**config.mk**
```make
export PLATFORM = sky130hd
export DESIGN_NAME = ssp_port
export DESIGN_NICKNAME = d
export VERILOG_FILES = /design/src/hdl/ssp_pkg.sv /design/src/hdl/ssp_port.sv
export SDC_FILE = /design/constraint.sdc
export NUM_CORES = 1
export LEC_CHECK = 0
export ABC_AREA = 0
export BUFFER_PORTS_ARGS = -buffer_cell sky130_fd_sc_hd__buf_2
export CORE_UTILIZATION = 31
export CTS_CLUSTER_SIZE = 16
export DETAILED_ROUTE_END_ITERATION = 8
export MAX_ROUTING_LAYER = met4
export PLACE_DENSITY = 0.57
export SLEW_MARGIN = 20
export SYNTH_ARGS = -nofsm -noshare
export SYNTH_HDL_FRONTEND = slang
export SYNTH_SLANG_ARGS = --single-unit
```
**constraint.sdc**
```tcl
create_clock -name aclk -period 2.19 [get_ports aclk]
set_input_delay 0.219 -clock aclk [delete_from_list [all_inputs] [get_ports aclk]]
set_output_delay 0.219 -clock aclk [all_outputs]
set_load 0.02 [all_outputs]
```
**src/hdl/ssp_pkg.sv**
```systemverilog
// What this block does
// - parallel port is 16 bits single data rate, same rate both directions
// - transceiver outputs the parallel clock; receive data changes on its falling edge, transmit data is taken on tx_clk
// - two receive symbols per cycle, first one in bits 7-0
// - receive k-flag bit per byte: zero data, one control
// - receive valid high only with symbol lock and valid data
// - low phy reset input, synced through two flops, resets transmit and receive logic
// - transmit idle force puts transmitter in electrical idle, per power state
// - 3-bit receive status codes: ok, skip add/remove, detect, errors
// - underflow code never reported in nominally-empty elastic buffer mode
// - 2-bit power state: P0 normal, P1, P2, P3 lowest power
// - P3 to P0 handshake is asynchronous, not tied to the parallel clock
// - completion output marks power changes and receiver detection
// - completion toggling around P3 with clock stopped is sampled asynchronously
// - power-present output follows bus supply detection
// - ones-zeros input sends alternating 50-250 bit runs, ignoring transmit data
// - de-emphasis select coding; new setting applied within 128 ns
// - margin 000 gives normal full and half swing voltage ranges
// - elastic buffer mode 0 half-full, 1 nominally empty
package ssp_pkg;
  localparam int CLK_NS = 10;
  localparam int DEEMPH_NS = 128;
  // two sync flops and the capture cycle come out of the de-emphasis budget
  localparam int SYNC_CYC = 3;
  localparam int DEEMPH_CYC = DEEMPH_NS / CLK_NS - SYNC_CYC;
  localparam int PS_CHANGE_NS = 200;
  localparam int PS_CHANGE_CYC = (PS_CHANGE_NS + CLK_NS - 1) / CLK_NS;
  localparam int DETECT_NS = 400;
  localparam int DETECT_CYC = (DETECT_NS + CLK_NS - 1) / CLK_NS;
  localparam int PCLK_HALF = 4;
  localparam int DONE_CYC = 2 * PCLK_HALF;
  localparam int RUN_LEN = 100;
  localparam logic [7:0] CNT_ONE = 8'h01;
  localparam logic [3:0] ADDR_CTRL = 4'h0;
  localparam logic [3:0] ADDR_INJECT = 4'h4;
  localparam logic [3:0] ADDR_STATUS = 4'h8;
  localparam logic [3:0] ADDR_TXCAP = 4'hC;
  localparam logic [1:0] RESP_OKAY = 2'h0;
  localparam logic [1:0] RESP_SLVERR = 2'h2;
  localparam logic [3:0] CTRL_RESET = 4'h0;
  localparam int CTRL_LOCK = 0;
  localparam int CTRL_FAR = 1;
  localparam int CTRL_LFPS = 2;
  localparam int CTRL_VBUS = 3;
  localparam int INJ_K = 16;
  localparam int INJ_ST = 18;
  localparam logic [2:0] RXS_OK = 3'h0;
  localparam logic [2:0] RXS_DETECTED = 3'h3;
  localparam logic [2:0] RXS_UNDERFLOW = 3'h6;
  localparam logic [1:0] PS_P0 = 2'h0;
  localparam logic [1:0] PS_P1 = 2'h1;
  localparam logic [1:0] PS_P2 = 2'h2;
  localparam logic [1:0] PS_P3 = 2'h3;
  localparam logic [1:0] DEEMPH_RESET = 2'h2;
  localparam logic [2:0] MARGIN_NORMAL = 3'h0;
  typedef enum logic [1:0] {
    SSP_IDLE = 2'b00,
    SSP_CHANGE = 2'b01,
    SSP_DETECT = 2'b10,
    SSP_DONE = 2'b11
  } ssp_state_t;
endpackage : ssp_pkg

```
**src/hdl/ssp_port.sv**
```systemverilog
module ssp_port
(
  input wire logic aclk,
  input wire logic aresetn,
  input wire logic [3:0] s_axi_awaddr,
  input wire logic s_axi_awvalid,
  output logic s_axi_awready,
  input wire logic [31:0] s_axi_wdata,
  input wire logic [3:0] s_axi_wstrb,
  input wire logic s_axi_wvalid,
  output logic s_axi_wready,
  output logic [1:0] s_axi_bresp,
  output logic s_axi_bvalid,
  input wire logic s_axi_bready,
  input wire logic [3:0] s_axi_araddr,
  input wire logic s_axi_arvalid,
  output logic s_axi_arready,
  output logic [31:0] s_axi_rdata,
  output logic [1:0] s_axi_rresp,
  output logic s_axi_rvalid,
  input wire logic s_axi_rready,
  input wire logic reset_n_a,
  input wire logic tx_clk,
  input wire logic [15:0] tx_data,
  input wire logic [1:0] tx_k_flags,
  input wire logic detect_or_loopback_req,
  input wire logic tx_idle_force,
  input wire logic [1:0] power_state,
  input wire logic compliance_toggle_pattern,
  input wire logic [1:0] deemphasis_select,
  input wire logic [2:0] tx_voltage_margin,
  input wire logic elastic_buffer_mode_sel,
  input wire logic config_mode_hi,
  input wire logic config_mode_lo,
  output logic pclk,
  output logic [15:0] rx_data,
  output logic [1:0] rx_k_flags,
  output logic rx_valid,
  output logic [2:0] rx_status,
  output logic rx_idle_indicator,
  output logic completion_strobe,
  output logic bus_power_present,
  output logic tx_line_idle,
  output logic tx_line_level
);
  import ssp_pkg::*;

  // every phy pin passes two flops; the first stage is read only by the second
  localparam int SYW = 33;
  logic [SYW-1:0] pin_s1_reg;
  logic [SYW-1:0] pin_s2_reg;
  logic [SYW-1:0] pins;
  logic clk_s3_reg;
  assign pins = {reset_n_a, tx_clk, tx_data, tx_k_flags, detect_or_loopback_req,
                 tx_idle_force, power_state, compliance_toggle_pattern, deemphasis_select,
                 tx_voltage_margin, elastic_buffer_mode_sel, config_mode_hi, config_mode_lo};
  always_ff @(posedge aclk)
  begin
    pin_s1_reg <= pins;
    pin_s2_reg <= pin_s1_reg;
    clk_s3_reg <= pin_s2_reg[31];
  end

  logic rst_n_s;
  logic txclk_s;
  logic [15:0] txd_s;
  logic [1:0] txk_s;
  logic req_s;
  logic idle_s;
  logic [1:0] ps_s;
  logic ones_s;
  logic [1:0] deemph_s;
  logic [2:0] margin_s;
  logic ebuf_s;
  logic mode_hi_s;
  logic mode_lo_s;
  assign {rst_n_s, txclk_s, txd_s, txk_s, req_s, idle_s, ps_s, ones_s, deemph_s,
          margin_s, ebuf_s, mode_hi_s, mode_lo_s} = pin_s2_reg;

  // phy logic is held while either reset is low; the pin is asynchronous to aclk
  logic phy_rst;
  assign phy_rst = !aresetn || !rst_n_s;

  // mode pins follow continuously; a wrong strap just blanks the receive side
  logic mode_ok;
  assign mode_ok = !mode_hi_s && mode_lo_s;

  // ---------------- register bus ----------------
  logic [3:0] ctrl_reg;
  logic [20:0] inject_reg;
  logic inject_pend_reg;
  logic inject_take;
  logic [17:0] txcap_reg;
  logic [31:0] status_word;
  logic aw_held_reg;
  logic w_held_reg;
  logic [3:0] awaddr_reg;
  logic [31:0] wdata_reg;
  logic [3:0] wstrb_reg;
  logic wr_go;
  assign wr_go = aw_held_reg && w_held_reg && !s_axi_bvalid;

  always_ff @(posedge aclk)
  begin
    if (!aresetn)
    begin
      aw_held_reg <= 1'b0;
      w_held_reg <= 1'b0;
      s_axi_awready <= 1'b0;
      s_axi_wready <= 1'b0;
      awaddr_reg <= '0;
      wdata_reg <= '0;
      wstrb_reg <= '0;
    end
    else
    begin
      s_axi_awready <= !aw_held_reg && !s_axi_awready && s_axi_awvalid;
      s_axi_wready <= !w_held_reg && !s_axi_wready && s_axi_wvalid;
      if (s_axi_awvalid && s_axi_awready)
      begin
        aw_held_reg <= 1'b1;
        awaddr_reg <= s_axi_awaddr;
      end
      else if (wr_go)
        aw_held_reg <= 1'b0;
      if (s_axi_wvalid && s_axi_wready)
      begin
        w_held_reg <= 1'b1;
        wdata_reg <= s_axi_wdata;
        wstrb_reg <= s_axi_wstrb;
      end
      else if (wr_go)
        w_held_reg <= 1'b0;
    end
  end

  always_ff @(posedge aclk)
  begin
    if (!aresetn)
    begin
      s_axi_bvalid <= 1'b0;
      s_axi_bresp <= RESP_OKAY;
      ctrl_reg <= CTRL_RESET;
      inject_reg <= '0;
      inject_pend_reg <= 1'b0;
    end
    else
    begin
      if (s_axi_bvalid && s_axi_bready)
        s_axi_bvalid <= 1'b0;
      // a new word written in the cycle the old one is taken stays pending
      if (inject_take)
        inject_pend_reg <= 1'b0;
      if (wr_go)
      begin
        s_axi_bvalid <= 1'b1;
        s_axi_bresp <= RESP_OKAY;
        if (awaddr_reg == ADDR_CTRL)
        begin
          if (wstrb_reg[0])
            ctrl_reg <= wdata_reg[3:0];
        end
        else if (awaddr_reg == ADDR_INJECT)
        begin
          if (wstrb_reg[0])
            inject_reg[7:0] <= wdata_reg[7:0];
          if (wstrb_reg[1])
            inject_reg[15:8] <= wdata_reg[15:8];
          if (wstrb_reg[2])
            inject_reg[20:16] <= wdata_reg[20:16];
          inject_pend_reg <= 1'b1;
        end
        else if (awaddr_reg == ADDR_STATUS || awaddr_reg == ADDR_TXCAP)
          s_axi_bresp <= RESP_OKAY;
        else
          s_axi_bresp <= RESP_SLVERR;
      end
    end
  end

  always_ff @(posedge aclk)
  begin
    if (!aresetn)
    begin
      s_axi_arready <= 1'b0;
      s_axi_rvalid <= 1'b0;
      s_axi_rdata <= '0;
      s_axi_rresp <= RESP_OKAY;
    end
    else
    begin
      s_axi_arready <= !s_axi_arready && !s_axi_rvalid && s_axi_arvalid;
      if (s_axi_rvalid && s_axi_rready)
        s_axi_rvalid <= 1'b0;
      else if (s_axi_arvalid && s_axi_arready)
      begin
        s_axi_rvalid <= 1'b1;
        s_axi_rresp <= RESP_OKAY;
        if (s_axi_araddr == ADDR_CTRL)
          s_axi_rdata <= {28'h0000000, ctrl_reg};
        else if (s_axi_araddr == ADDR_INJECT)
          s_axi_rdata <= {11'h000, inject_reg};
        else if (s_axi_araddr == ADDR_STATUS)
          s_axi_rdata <= status_word;
        else if (s_axi_araddr == ADDR_TXCAP)
          s_axi_rdata <= {14'h0000, txcap_reg};
        else
        begin
          s_axi_rdata <= '0;
          s_axi_rresp <= RESP_SLVERR;
        end
      end
    end
  end

  // ---------------- parallel clock and beats ----------------
  logic [7:0] div_reg;
  logic beat_fall;
  assign beat_fall = pclk && (div_reg == PCLK_HALF[7:0] - CNT_ONE);

  // the clock stops in P3, so anything there runs on aclk alone
  always_ff @(posedge aclk)
  begin
    if (phy_rst)
    begin
      div_reg <= '0;
      pclk <= 1'b0;
    end
    else if (ps_s == PS_P3)
    begin
      div_reg <= '0;
      pclk <= 1'b0;
    end
    else if (div_reg == PCLK_HALF[7:0] - CNT_ONE)
    begin
      div_reg <= '0;
      pclk <= !pclk;
    end
    else
      div_reg <= div_reg + CNT_ONE;
  end

  // transmit words are taken mid-period, at the synced falling edge of tx_clk
  always_ff @(posedge aclk)
  begin
    if (phy_rst)
      txcap_reg <= '0;
    else if (!txclk_s && clk_s3_reg)
      txcap_reg <= {txk_s, txd_s};
  end

  // ---------------- power, detection, completion ----------------
  ssp_state_t state_reg;
  logic [7:0] cnt_reg;
  logic [1:0] ps_seen_reg;
  logic loop_reg;
  logic found_reg;

  always_ff @(posedge aclk)
  begin
    if (phy_rst)
    begin
      state_reg <= SSP_IDLE;
      cnt_reg <= '0;
      ps_seen_reg <= PS_P0;
      loop_reg <= 1'b0;
      found_reg <= 1'b0;
      completion_strobe <= 1'b0;
    end
    else
    begin
      if (ps_s != PS_P0 || !req_s)
        loop_reg <= 1'b0;
      case (state_reg)
        SSP_IDLE:
        begin
          completion_strobe <= 1'b0;
          if (ps_s != ps_seen_reg)
          begin
            ps_seen_reg <= ps_s;
            cnt_reg <= PS_CHANGE_CYC[7:0];
            state_reg <= SSP_CHANGE;
          end
          else if (req_s && ps_s == PS_P0)
            loop_reg <= 1'b1;
          else if (req_s && ps_s != PS_P0)
          begin
            cnt_reg <= DETECT_CYC[7:0];
            state_reg <= SSP_DETECT;
          end
        end
        SSP_CHANGE, SSP_DETECT:
        begin
          if (cnt_reg == CNT_ONE)
          begin
            found_reg <= (state_reg == SSP_DETECT) && ctrl_reg[CTRL_FAR];
            completion_strobe <= 1'b1;
            cnt_reg <= DONE_CYC[7:0];
            state_reg <= SSP_DONE;
          end
          else
            cnt_reg <= cnt_reg - CNT_ONE;
        end
        SSP_DONE:
        begin
          // held one pclk period so it is seen even with the clock stopped
          if (cnt_reg == CNT_ONE && !(req_s && ps_s != PS_P0))
          begin
            completion_strobe <= 1'b0;
            found_reg <= 1'b0;
            state_reg <= SSP_IDLE;
          end
          else if (cnt_reg != CNT_ONE)
            cnt_reg <= cnt_reg - CNT_ONE;
        end
        default:
          state_reg <= SSP_IDLE;
      endcase
    end
  end

  // ---------------- receive side ----------------
  logic [2:0] inj_status;
  always_comb
  begin
    inj_status = inject_reg[INJ_ST +: 3];
    if (ebuf_s && inj_status == RXS_UNDERFLOW)
      inj_status = RXS_OK;
  end

  logic locked;
  assign locked = ctrl_reg[CTRL_LOCK] && mode_ok && ps_s == PS_P0;
  assign inject_take = beat_fall && locked && inject_pend_reg && !loop_reg;

  // new words are loaded at the falling edge so they are steady at the rising edge
  always_ff @(posedge aclk)
  begin
    if (phy_rst)
    begin
      rx_data <= '0;
      rx_k_flags <= '0;
      rx_valid <= 1'b0;
      rx_status <= RXS_OK;
    end
    else if (state_reg == SSP_DONE && found_reg)
      rx_status <= RXS_DETECTED;
    else if (!locked)
    begin
      rx_valid <= 1'b0;
      rx_status <= RXS_OK;
    end
    else if (beat_fall)
    begin
      rx_valid <= loop_reg || inject_pend_reg;
      if (loop_reg)
      begin
        rx_data <= txcap_reg[15:0];
        rx_k_flags <= txcap_reg[17:16];
        rx_status <= RXS_OK;
      end
      else if (inject_pend_reg)
      begin
        rx_data <= inject_reg[15:0];
        rx_k_flags <= inject_reg[INJ_K +: 2];
        rx_status <= inj_status;
      end
    end
  end

  always_ff @(posedge aclk)
  begin
    if (phy_rst)
    begin
      rx_idle_indicator <= 1'b1;
      bus_power_present <= 1'b0;
    end
    else
    begin
      rx_idle_indicator <= !ctrl_reg[CTRL_LFPS];
      bus_power_present <= ctrl_reg[CTRL_VBUS];
    end
  end

  // ---------------- transmit line ----------------
  logic [1:0] deemph_reg;
  logic [1:0] deemph_want_reg;
  logic [7:0] deemph_cnt_reg;
  logic [2:0] margin_reg;
  logic [7:0] run_reg;

  always_ff @(posedge aclk)
  begin
    if (phy_rst)
    begin
      deemph_reg <= DEEMPH_RESET;
      deemph_want_reg <= DEEMPH_RESET;
      deemph_cnt_reg <= '0;
      margin_reg <= MARGIN_NORMAL;
    end
    else
    begin
      margin_reg <= margin_s;
      // the count restarts on each change, so the last setting always lands
      if (deemph_s != deemph_want_reg)
      begin
        deemph_want_reg <= deemph_s;
        deemph_cnt_reg <= DEEMPH_CYC[7:0];
      end
      else if (deemph_cnt_reg == CNT_ONE)
      begin
        deemph_reg <= deemph_want_reg;
        deemph_cnt_reg <= '0;
      end
      else if (deemph_cnt_reg != '0)
        deemph_cnt_reg <= deemph_cnt_reg - CNT_ONE;
    end
  end

  always_ff @(posedge aclk)
  begin
    if (phy_rst)
    begin
      run_reg <= '0;
      tx_line_level <= 1'b0;
      tx_line_idle <= 1'b1;
    end
    else
    begin
      tx_line_idle <= idle_s || ps_s != PS_P0;
      if (!ones_s || idle_s)
      begin
        run_reg <= '0;
        tx_line_level <= txcap_reg[0];
      end
      else if (run_reg == RUN_LEN[7:0] - CNT_ONE)
      begin
        run_reg <= '0;
        tx_line_level <= !tx_line_level;
      end
      else
        run_reg <= run_reg + CNT_ONE;
    end
  end

  assign status_word = {21'h000000, mode_ok, state_reg != SSP_IDLE, loop_reg, rx_valid,
                        margin_reg, deemph_reg, ps_seen_reg};
endmodule : ssp_port

```
* Word level (Yosys, flattened, before mapping) *
Cells that the tools add are included.

cells by class
  add/subtract/negate cells = 4
  $mul = 0
  divide/modulo/power cells = 0
  order comparisons = 0
  equality and inequality tests = 27
  shift-type cells = 0
  multiplexer cells = 59
  bitwise gates (word level) = 6
  reduce and logical (&&, ||, !) cells = 87

operators with widths
  kind                 count
  $mux 8               6
  $mux 21              2
  $mux 18              2
  $mux 2               17
  $mux 16              2
  $logic_and 1x1->1    27
  $pmux 8 s3           1
  $reduce_and 4->1     6
  $mux 1               20
  $logic_not 1->1      18
  $add 8x1->8 const B  2
  $eq 4x4->1 const B   4
  $eq 8x1->1 const B   2
  $reduce_bool 2->1    8
  $sub 8x1->8 const B  2
  $reduce_and 2->1     7
  $mux 4               3
  $reduce_or 3->1      4
  $ne 2x2->1 const B   5
  $mux 3               3
  $eq 4x3->1 const B   2
  $eq 8x2->1 const B   1
  $eq 8x7->1 const B   1
  $logic_not 4->1      2
  other kinds (18)     36

word-level totals
  bits in registers = 255
  latch bits = 0
  RAM bits = 0
  bits in read-only memories = 0
  bits of input ports = 84
  output and inout bits = 69
  word-level logic and storage cells = 228
  memories kept = 0

* Longest topological paths before layout *
Gate-level depths: netlist of the first run.

  depth in word-level cells = 11
  depth in mapped cells = 9
  mapped depth without buffers = 7

* Worst setup path before layout of the first run *
OpenSTA, ideal clock, no wires.

  kind = register -> register
  from = register cnt_reg[1]
  to = register cnt_reg[3]
  setup time = 70 ps
  arrival time = 1845 ps
  required time = 2120 ps
  path slack = 275 ps
  cell stages (with the launch flop) = 8
  path buffers = 0
  clock period less this slack = 1915 ps
  cells stage by stage = dfxtp_1 -> inv_1 -> ha_1 -> or4b_1 -> nor2_1 -> o31ai_1 -> or3_1 -> a21oi_1

between the ends
  longest elaborated chain between the ends = 4
  elaborated cells on any way between the ends = 11
  classes of those cells = 1 x add/sub; 4 x eq/ne; 4 x mux; 2 x reduce/logical

RTL lines
  what                                            line                              source
  start, declared                                 ssp_port.sv:254                   logic [7:0] cnt_reg;
  start signal, assigned                          ssp_port.sv:281                   cnt_reg <= PS_CHANGE_CYC[7:0];
  start signal, assigned                          ssp_port.sv:288                   cnt_reg <= DETECT_CYC[7:0];
  start signal, assigned                          ssp_port.sv:298                   cnt_reg <= DONE_CYC[7:0];
  $sub 8x1->8 or $eq 8x1->1 (tied branches)       --
  $mux 8 or $logic_and 1x1->1 (tied branches)     ssp_port.sv:313, ssp_port.sv:307
  $mux 8 or $ne 2x2->1 (tied branches)            --
  $pmux 8 s3 or $reduce_and 4->1 (tied branches)  --

Parallel ways exist; a longest one is shown, timed or not. The select of a mux whose other input is x is not followed.
A chain may end at the register's enable or synchronous reset.

* Final worst setup path of the first run *
  from = register div_reg[5]
  to = register rx_data[4]

between the ends
  longest elaborated chain between the ends = 3

RTL lines
  what                        line             source
  start, declared             ssp_port.sv:217  logic [7:0] div_reg;
  start signal, assigned      ssp_port.sv:240  div_reg <= div_reg + CNT_ONE;
  $eq 8x2->1                  ssp_port.sv:219  assign beat_fall = pclk && (div_reg == PCLK_HALF[7:0] - CNT_ONE);
  $logic_and 1x1->1           ssp_port.sv:219
  $reduce_and 4->1 (no line)  --
  end signal, assigned        ssp_port.sv:357  rx_data <= txcap_reg[15:0];
  end signal, assigned        ssp_port.sv:363  rx_data <= inject_reg[15:0];
  end, declared               ssp_port.sv:36   output logic [15:0] rx_data,

Every way passes these cells.

==> results.sh, run 1 <==
export IMPL_grt_met3_usage_pct=2.40
export IMPL_ctsRootBufferMaster="clkbuf_16"
export IMPL_yosys_cell_count_top_type="dfxtp_1"
export IMPL_crit_type="flip-flop to flip-flop"
export IMPL_crit_path_end_kind="flip-flop"
export IMPL_crit_arrival_ps=2460
export IMPL_finalHoldViolations=0
export IMPL_dieArea_um2=29700
export IMPL_gr_usage_met2_pct=26.0
export IMPL_fmax_mhz=495
export IMPL_rows=61
export IMPL_grt_max_degree=71
export IMPL_vias=7092
export IMPL_wl_per_cell_um=15.1
export IMPL_finalNetCount=1221
export IMPL_initialDrtViolationCount=460
export IMPL_seq_area_frac_synth_pct=53.9
export IMPL_via_per_inst=4.65
export IMPL_diodes=0
export IMPL_cts_tree="done"
export IMPL_required_ps=2630
export IMPL_dp_hpwl_mm=16.0
export IMPL_critical_path_top_delay_family="simple AND/OR/NAND/NOR gates"
export IMPL_yosysWarningCount=0
export IMPL_critPathSlowestCell="or4_4"
export IMPL_finalSetupViolations=0
export IMPL_cap_violations=0
export IMPL_critPathMaxStageDelay_ps=550
export IMPL_postCtsSetupBuffers=0
export IMPL_drive_gt1_share_pct=20.4
export IMPL_fin_crit_ps=2020
export IMPL_start_util_pct=31.9
export IMPL_seq_area_um2=4840
export IMPL_crit_chain="or4_4 > nor4_2 > and2b_1 > buf_12 > nor2_1 > a211oi_1"
export IMPL_drt_total_wl_mm=23.0
export IMPL_synth_edf_count=0
export IMPL_core_area_um2=28200
export IMPL_io_buffers=127
export IMPL_antenna_found_initial=0
export IMPL_antenna_left=0
export IMPL_cts_buffer_depth=3
export IMPL_dpl_worst_slack_ps=166
export IMPL_tns_ps=0
export IMPL_hp_class="input pin to flip-flop"
export IMPL_netlist_area_um2=8990
export IMPL_powerDensity_nw_per_um2=871
export IMPL_skew_ps=10.5
export IMPL_start_kind="flip-flop"
export IMPL_synth_flop_cell="dfxtp_1"
export IMPL_nFillCells=2799
export IMPL_cp_buffers_inverters=1
export IMPL_grt_pass1_vias=6669
export IMPL_die_x_um=172
export IMPL_maxSlewHeadroom_pct=46.4
export IMPL_drv_slew=0
export IMPL_status="finished clean"
export IMPL_rsz0062_at_grt="no"
export IMPL_power_leakage_nw=4.60
export IMPL_overflow=0
export IMPL_die_y_um=172
export IMPL_place_congestion=0.850
export IMPL_cts_made_buffers=26
export IMPL_grt_pass1_wl_mm=36.0
export IMPL_peakVddDrop_uv=582
export IMPL_synth_largest_area_cell="dfxtp_1"
export IMPL_critical_path_peak_fanout=37
export IMPL_synthCells=930
export IMPL_drc=0
export IMPL_min_period_over_period_pct=92.3
export IMPL_worstMarginPinSlew_ps=804
export IMPL_worstSkewPairLatency_ps=530
export IMPL_htreeDepth=1
export IMPL_synthArstFlopShare_pct=0
export IMPL_setup_ws_ps=169
export IMPL_grt_usage_pct=16.0
export IMPL_clock_sinks=242
export IMPL_grt_busiest_layer="met2"
export IMPL_use_met1_pct=20.6
export IMPL_synth_top_area_share_pct=53.9
export IMPL_syn_avg_cell_area_um2=9.66
export IMPL_ys_ff_latch=242
export IMPL_multi_input_area_um2=3810
export IMPL_dr_pass1_iters=4
export IMPL_ios=153
export IMPL_synth_cell_types=63
export IMPL_synth_commonest_cells="242 x dfxtp_1, 145 x nand2_1, 62 x nor2_1"
export IMPL_area_delta_synth_final_pct=29.8
export IMPL_clk_pin_slew_ps=60
export IMPL_ys_top_cells_by_area="dfxtp_1 54%, nand2_1 6.1%, a21boi_0 4.3%, mux2i_1 3.1%, nor2_1 2.6%"
## tightest hold or removal path: cells and delay by family
kind	cells	cell delay [ps]
muxes	1	60
and+or+nand+nor	1	140
buffers and inverters	1	110
## area by class of cell
class / instances / share of cell area [%]
clock buffer: 36 / 6.41
clock inverter: 12 / 1.74
inverter: 17 / 0.547
multi-input combinational: 621 / 32.7
sequential: 242 / 41.5
tap: 378 / 4.05
timing repair buffer: 220 / 13.0
## through the flow
| stage | power, W | cells | util, % | cell area (um2) | hold WS [ps] |
|---|---|---|---|---|---|
| floorplan | 0.00514 | 942 | - | 9030 | 247 |
| global placement | 0.00537 | 1413 | 35.7 | 10100 | 312 |
| detailed placement | 0.00538 | 1413 | 35.7 | 10100 | 312 |
| CTS | 0.0103 | 1526 | 41.4 | 11700 | 42.7 |
| global route | 0.0106 | 1526 | 41.4 | 11700 | 57.0 |
| finish | 0.0102 | 1526 | 41.4 | 11700 | 52.8 |
## metal layers
metal | part of all wire [%] | vias up
li1 | - | 3583
met1 | 45 | 3316
met2 | 48 | 160
met3 | 4.7 | 33
met4 | 2.3 | 0
met5 | 0 | -
## logic make-up after synthesis
| family | after synthesis | synth area share, % |
|---|---|---|
| flops | 242 | 53.9 |
| compound gates | 189 | 15.0 |
| buf+inv | 79 | 4.40 |
| xor+xnor | 22 | 2.14 |
| mux | 45 | 5.25 |
| other cells | 1 | 0.0417 |
| fa+ha+maj | 9 | 1.25 |
| simple gates | 343 | 18.0 |
## cell usage in the layout (no fill, tap or decap), types with 11 or more instances in the layout
cell type and n:
and3_1 11, a21boi_0 51, inv_1 17, a21oi_1 37, conb_1 13, mux2i_1 28, o21ai_0 24, nor3_1 13
a211oi_2 11, nor2b_1 22, xor2_1 15, buf_4 26, a22oi_1 17, nand2_1 144, mux2_2 17, nor2_1 62
dlygate4sd3_1 65, nand3_1 39, clkbuf_16 26, buf_2 127, dfxtp_1 242
## timing repair
item | CTS | global route
setup endpoints to repair | 0 | 1
hold endpoints to repair | 65 | 0
gates resized for setup | 0 | 1
hold buffers | 65 | 0
## power breakdown
| part | leakage (nW) | internal (W) | switching (W) |
|---|---|---|---|
| clock | 0.466 | 0.00298 | 0.00181 |
| sequential | 1.98 | 0.00453 | 0.0000862 |
| combinational | 2.15 | 0.000350 | 0.000406 |
| total | 4.60 | 0.00786 | 0.00230 |
## path summary, 6_finish.rpt
| check | startpoint | to | slack (ps) | cells after the start |
|---|---|---|---|---|
| max | div_reg[5] | rx_data[4] | 170 | 6 |
| min | s_axi_rready | s_axi_rvalid | 50 | 3 |
| max reg2reg | div_reg[5] | rx_data[4] | 170 | 6 |
| min reg2reg | pin_s1_reg[14] | pin_s2_reg[14] | 320 | 0 |
(Power assumes the default switching activity.)
==> inputs of run 2 (changes only) <==
--- a/config.mk
+++ b/config.mk
@@ -12,6 +12,7 @@
 export DETAILED_ROUTE_END_ITERATION = 8
 export MAX_ROUTING_LAYER = met4
 export PLACE_DENSITY = 0.57
+export REMOVE_ABC_BUFFERS = 1
 export SLEW_MARGIN = 20
 export SYNTH_ARGS = -nofsm -noshare
 export SYNTH_HDL_FRONTEND = slang
==> constraint.sdc (replaced) <==
create_clock -name aclk -period 2.19 [get_ports aclk]
set_input_delay 0.219 -clock aclk [delete_from_list [all_inputs] [get_ports aclk]]
set_output_delay 0.219 -clock aclk [all_outputs]
set_load 0.005 [all_outputs]
==> results.sh, run 2 (same netlist as run 1, synthesis figures left out) <==
export IMPL_drc=0
export IMPL_start_util_pct=31.9
export IMPL_cap_violations=0
export IMPL_finalSetupViolations=0
export IMPL_io_buffers=127
export IMPL_grt_pass1_vias=6655
export IMPL_place_inst=1420
export IMPL_antenna_left=0
export IMPL_mostFrequentLayoutCell="dfxtp_1"
export IMPL_crit_arrival_ps=2440
export IMPL_htreeDepth=1
export IMPL_postLayoutCellArea_um2=11600
export IMPL_area_delta_synth_final_pct=29.5
export IMPL_clk_pin_slew_ps=60
export IMPL_crit_path_end_kind="flip-flop"
export IMPL_ios=153
export IMPL_status="finished clean"
export IMPL_min_period_over_period_pct=91.8
export IMPL_hp_class="input pin to flip-flop"
export IMPL_worstSkewPairLatency_ps=520
export IMPL_start_kind="flip-flop"
export IMPL_nFillCells=2811
export IMPL_fin_crit_ps=2010
export IMPL_finalHoldViolations=0
export IMPL_drv_slew=0
export IMPL_internal_power_w=0.00754
export IMPL_fmax_mhz=497
export IMPL_grt_pass1_wl_mm=35.8
export IMPL_placed_area_um2=10100
export IMPL_combPwrFrac_pct=7.7
export IMPL_fin_util_pct=41.3
export IMPL_cts_tree="done"
export IMPL_die_y_um=172
export IMPL_power_leakage_nw=4.59
export IMPL_skew_ps=8.35
export IMPL_cts_buffer_depth=3
export IMPL_p_sw_w=0.00223
export IMPL_switching_share_pct=22.8
export IMPL_worstMarginPinSlew_ps=864
export IMPL_drive_gt1_share_pct=20.7
export IMPL_postCtsSetupBuffers=0
export IMPL_final_instance_count_excl_fill=1531
export IMPL_core_area_um2=28200
export IMPL_use_met1_pct=21.0
export IMPL_critical_path_peak_fanout=37
export IMPL_die_x_um=172
export IMPL_tns_ps=0
export IMPL_dr_pass1_iters=4
export IMPL_grt_usage_pct=16.0
export IMPL_vias=7061
export IMPL_powerDensity_nw_per_um2=840
export IMPL_dpl_worst_slack_ps=147
export IMPL_rsz0062_at_grt="no"
export IMPL_overflow=0
export IMPL_via_per_inst=4.61
export IMPL_maxSlewHeadroom_pct=42.4
export IMPL_cts_made_buffers=26
export IMPL_finalNetCount=1229
export IMPL_p_clk_share_pct=45.1
export IMPL_dieArea_um2=29700
export IMPL_antenna_found_initial=1
export IMPL_crit_type="flip-flop to flip-flop"
export IMPL_grt_busiest_layer="met2"
export IMPL_gr_usage_met2_pct=25.7
export IMPL_initialDrtViolationCount=406
export IMPL_wl_per_cell_um=15.1
export IMPL_drt_total_wl_mm=23.2
export IMPL_final_cell_mix="242 x dfxtp_1, 144 x nand2_1, 127 x buf_2, 66 x dlygate4sd3_1, 62 x nor2_1"
export IMPL_dp_hpwl_mm=15.9
export IMPL_peakVddDrop_uv=499
export IMPL_grt_met3_usage_pct=2.86
export IMPL_setup_ws_ps=179
export IMPL_required_ps=2610
export IMPL_clock_sinks=242
export IMPL_ctsRootBufferMaster="clkbuf_16"
export IMPL_grt_max_degree=87
export IMPL_power_frac_seq_pct=47.2
export IMPL_rows=61
export IMPL_place_congestion=0.878
-- run 2: cell type report --
cell class | count | area [um2] | share of cell area [%]
sequential | 242 | 4840 | 41.6
multi-input combinational | 621 | 3810 | 32.7
timing repair buffer | 228 | 1580 | 13.6
clock buffer | 31 | 711 | 6.11
tap | 378 | 473 | 4.06
clock inverter | 13 | 151 | 1.30
inverter | 17 | 63.8 | 0.548
antenna | 1 | 2.50 | 0.0215
-- run 2: worst max-delay path, cell delays in order (launching register included) --
cell and delay, ps:
dfxtp_1 340, or4_4 550, nor4_2 300, and2b_1 210
buf_12 230, nor2_1 60, a211oi_1 210
-- run 2: power groups by stage --
stage | Combinational, W | Clock [W] | Sequential [W]
finish | 0.000753 | 0.00441 | 0.00461
global route | 0.000834 | 0.00474 | 0.00462
CTS | 0.000752 | 0.00453 | 0.00461
detailed placement | 0.000658 | 0 | 0.00471
global placement | 0.000655 | 0 | 0.00470
floorplan | 0.000374 | 0 | 0.00469
-- run 2: metal layers --
layer / up-vias / wire [um]
li1: 3595 / -
met1: 3271 / 11000
met2: 159 / 10600
met3: 36 / 1200
met4: 0 / 388
met5: - / 0
-- run 2: worst paths after layout --
| kind | cells after the start | from | endpoint | slack, ps |
|---|---|---|---|---|
| hold reg to reg | 0 | pin_s1_reg[15] | pin_s2_reg[15] | 320 |
| setup reg to reg | 6 | div_reg[5] | rx_data[3] | 180 |
| setup / recovery | 6 | div_reg[5] | rx_data[3] | 180 |
| hold / removal | 3 | s_axi_rready | s_axi_rvalid | 40 |
-- run 2: through the flow --
| step | power, W | hold WS [ps] |
|---|---|---|
| finish | 0.00977 | 44.0 |
| global route | 0.0102 | 57.7 |
| detailed placement | 0.00536 | 312 |
| global placement | 0.00536 | 312 |
| CTS | 0.00989 | 29.6 |
| floorplan | 0.00506 | 247 |
-- run 2: repair_timing --
action	in CTS	in global routing
hold buffers	66	0
endpoints found under the hold margin	65	0
resized for setup	0	1
setup endpoints to repair	0	1
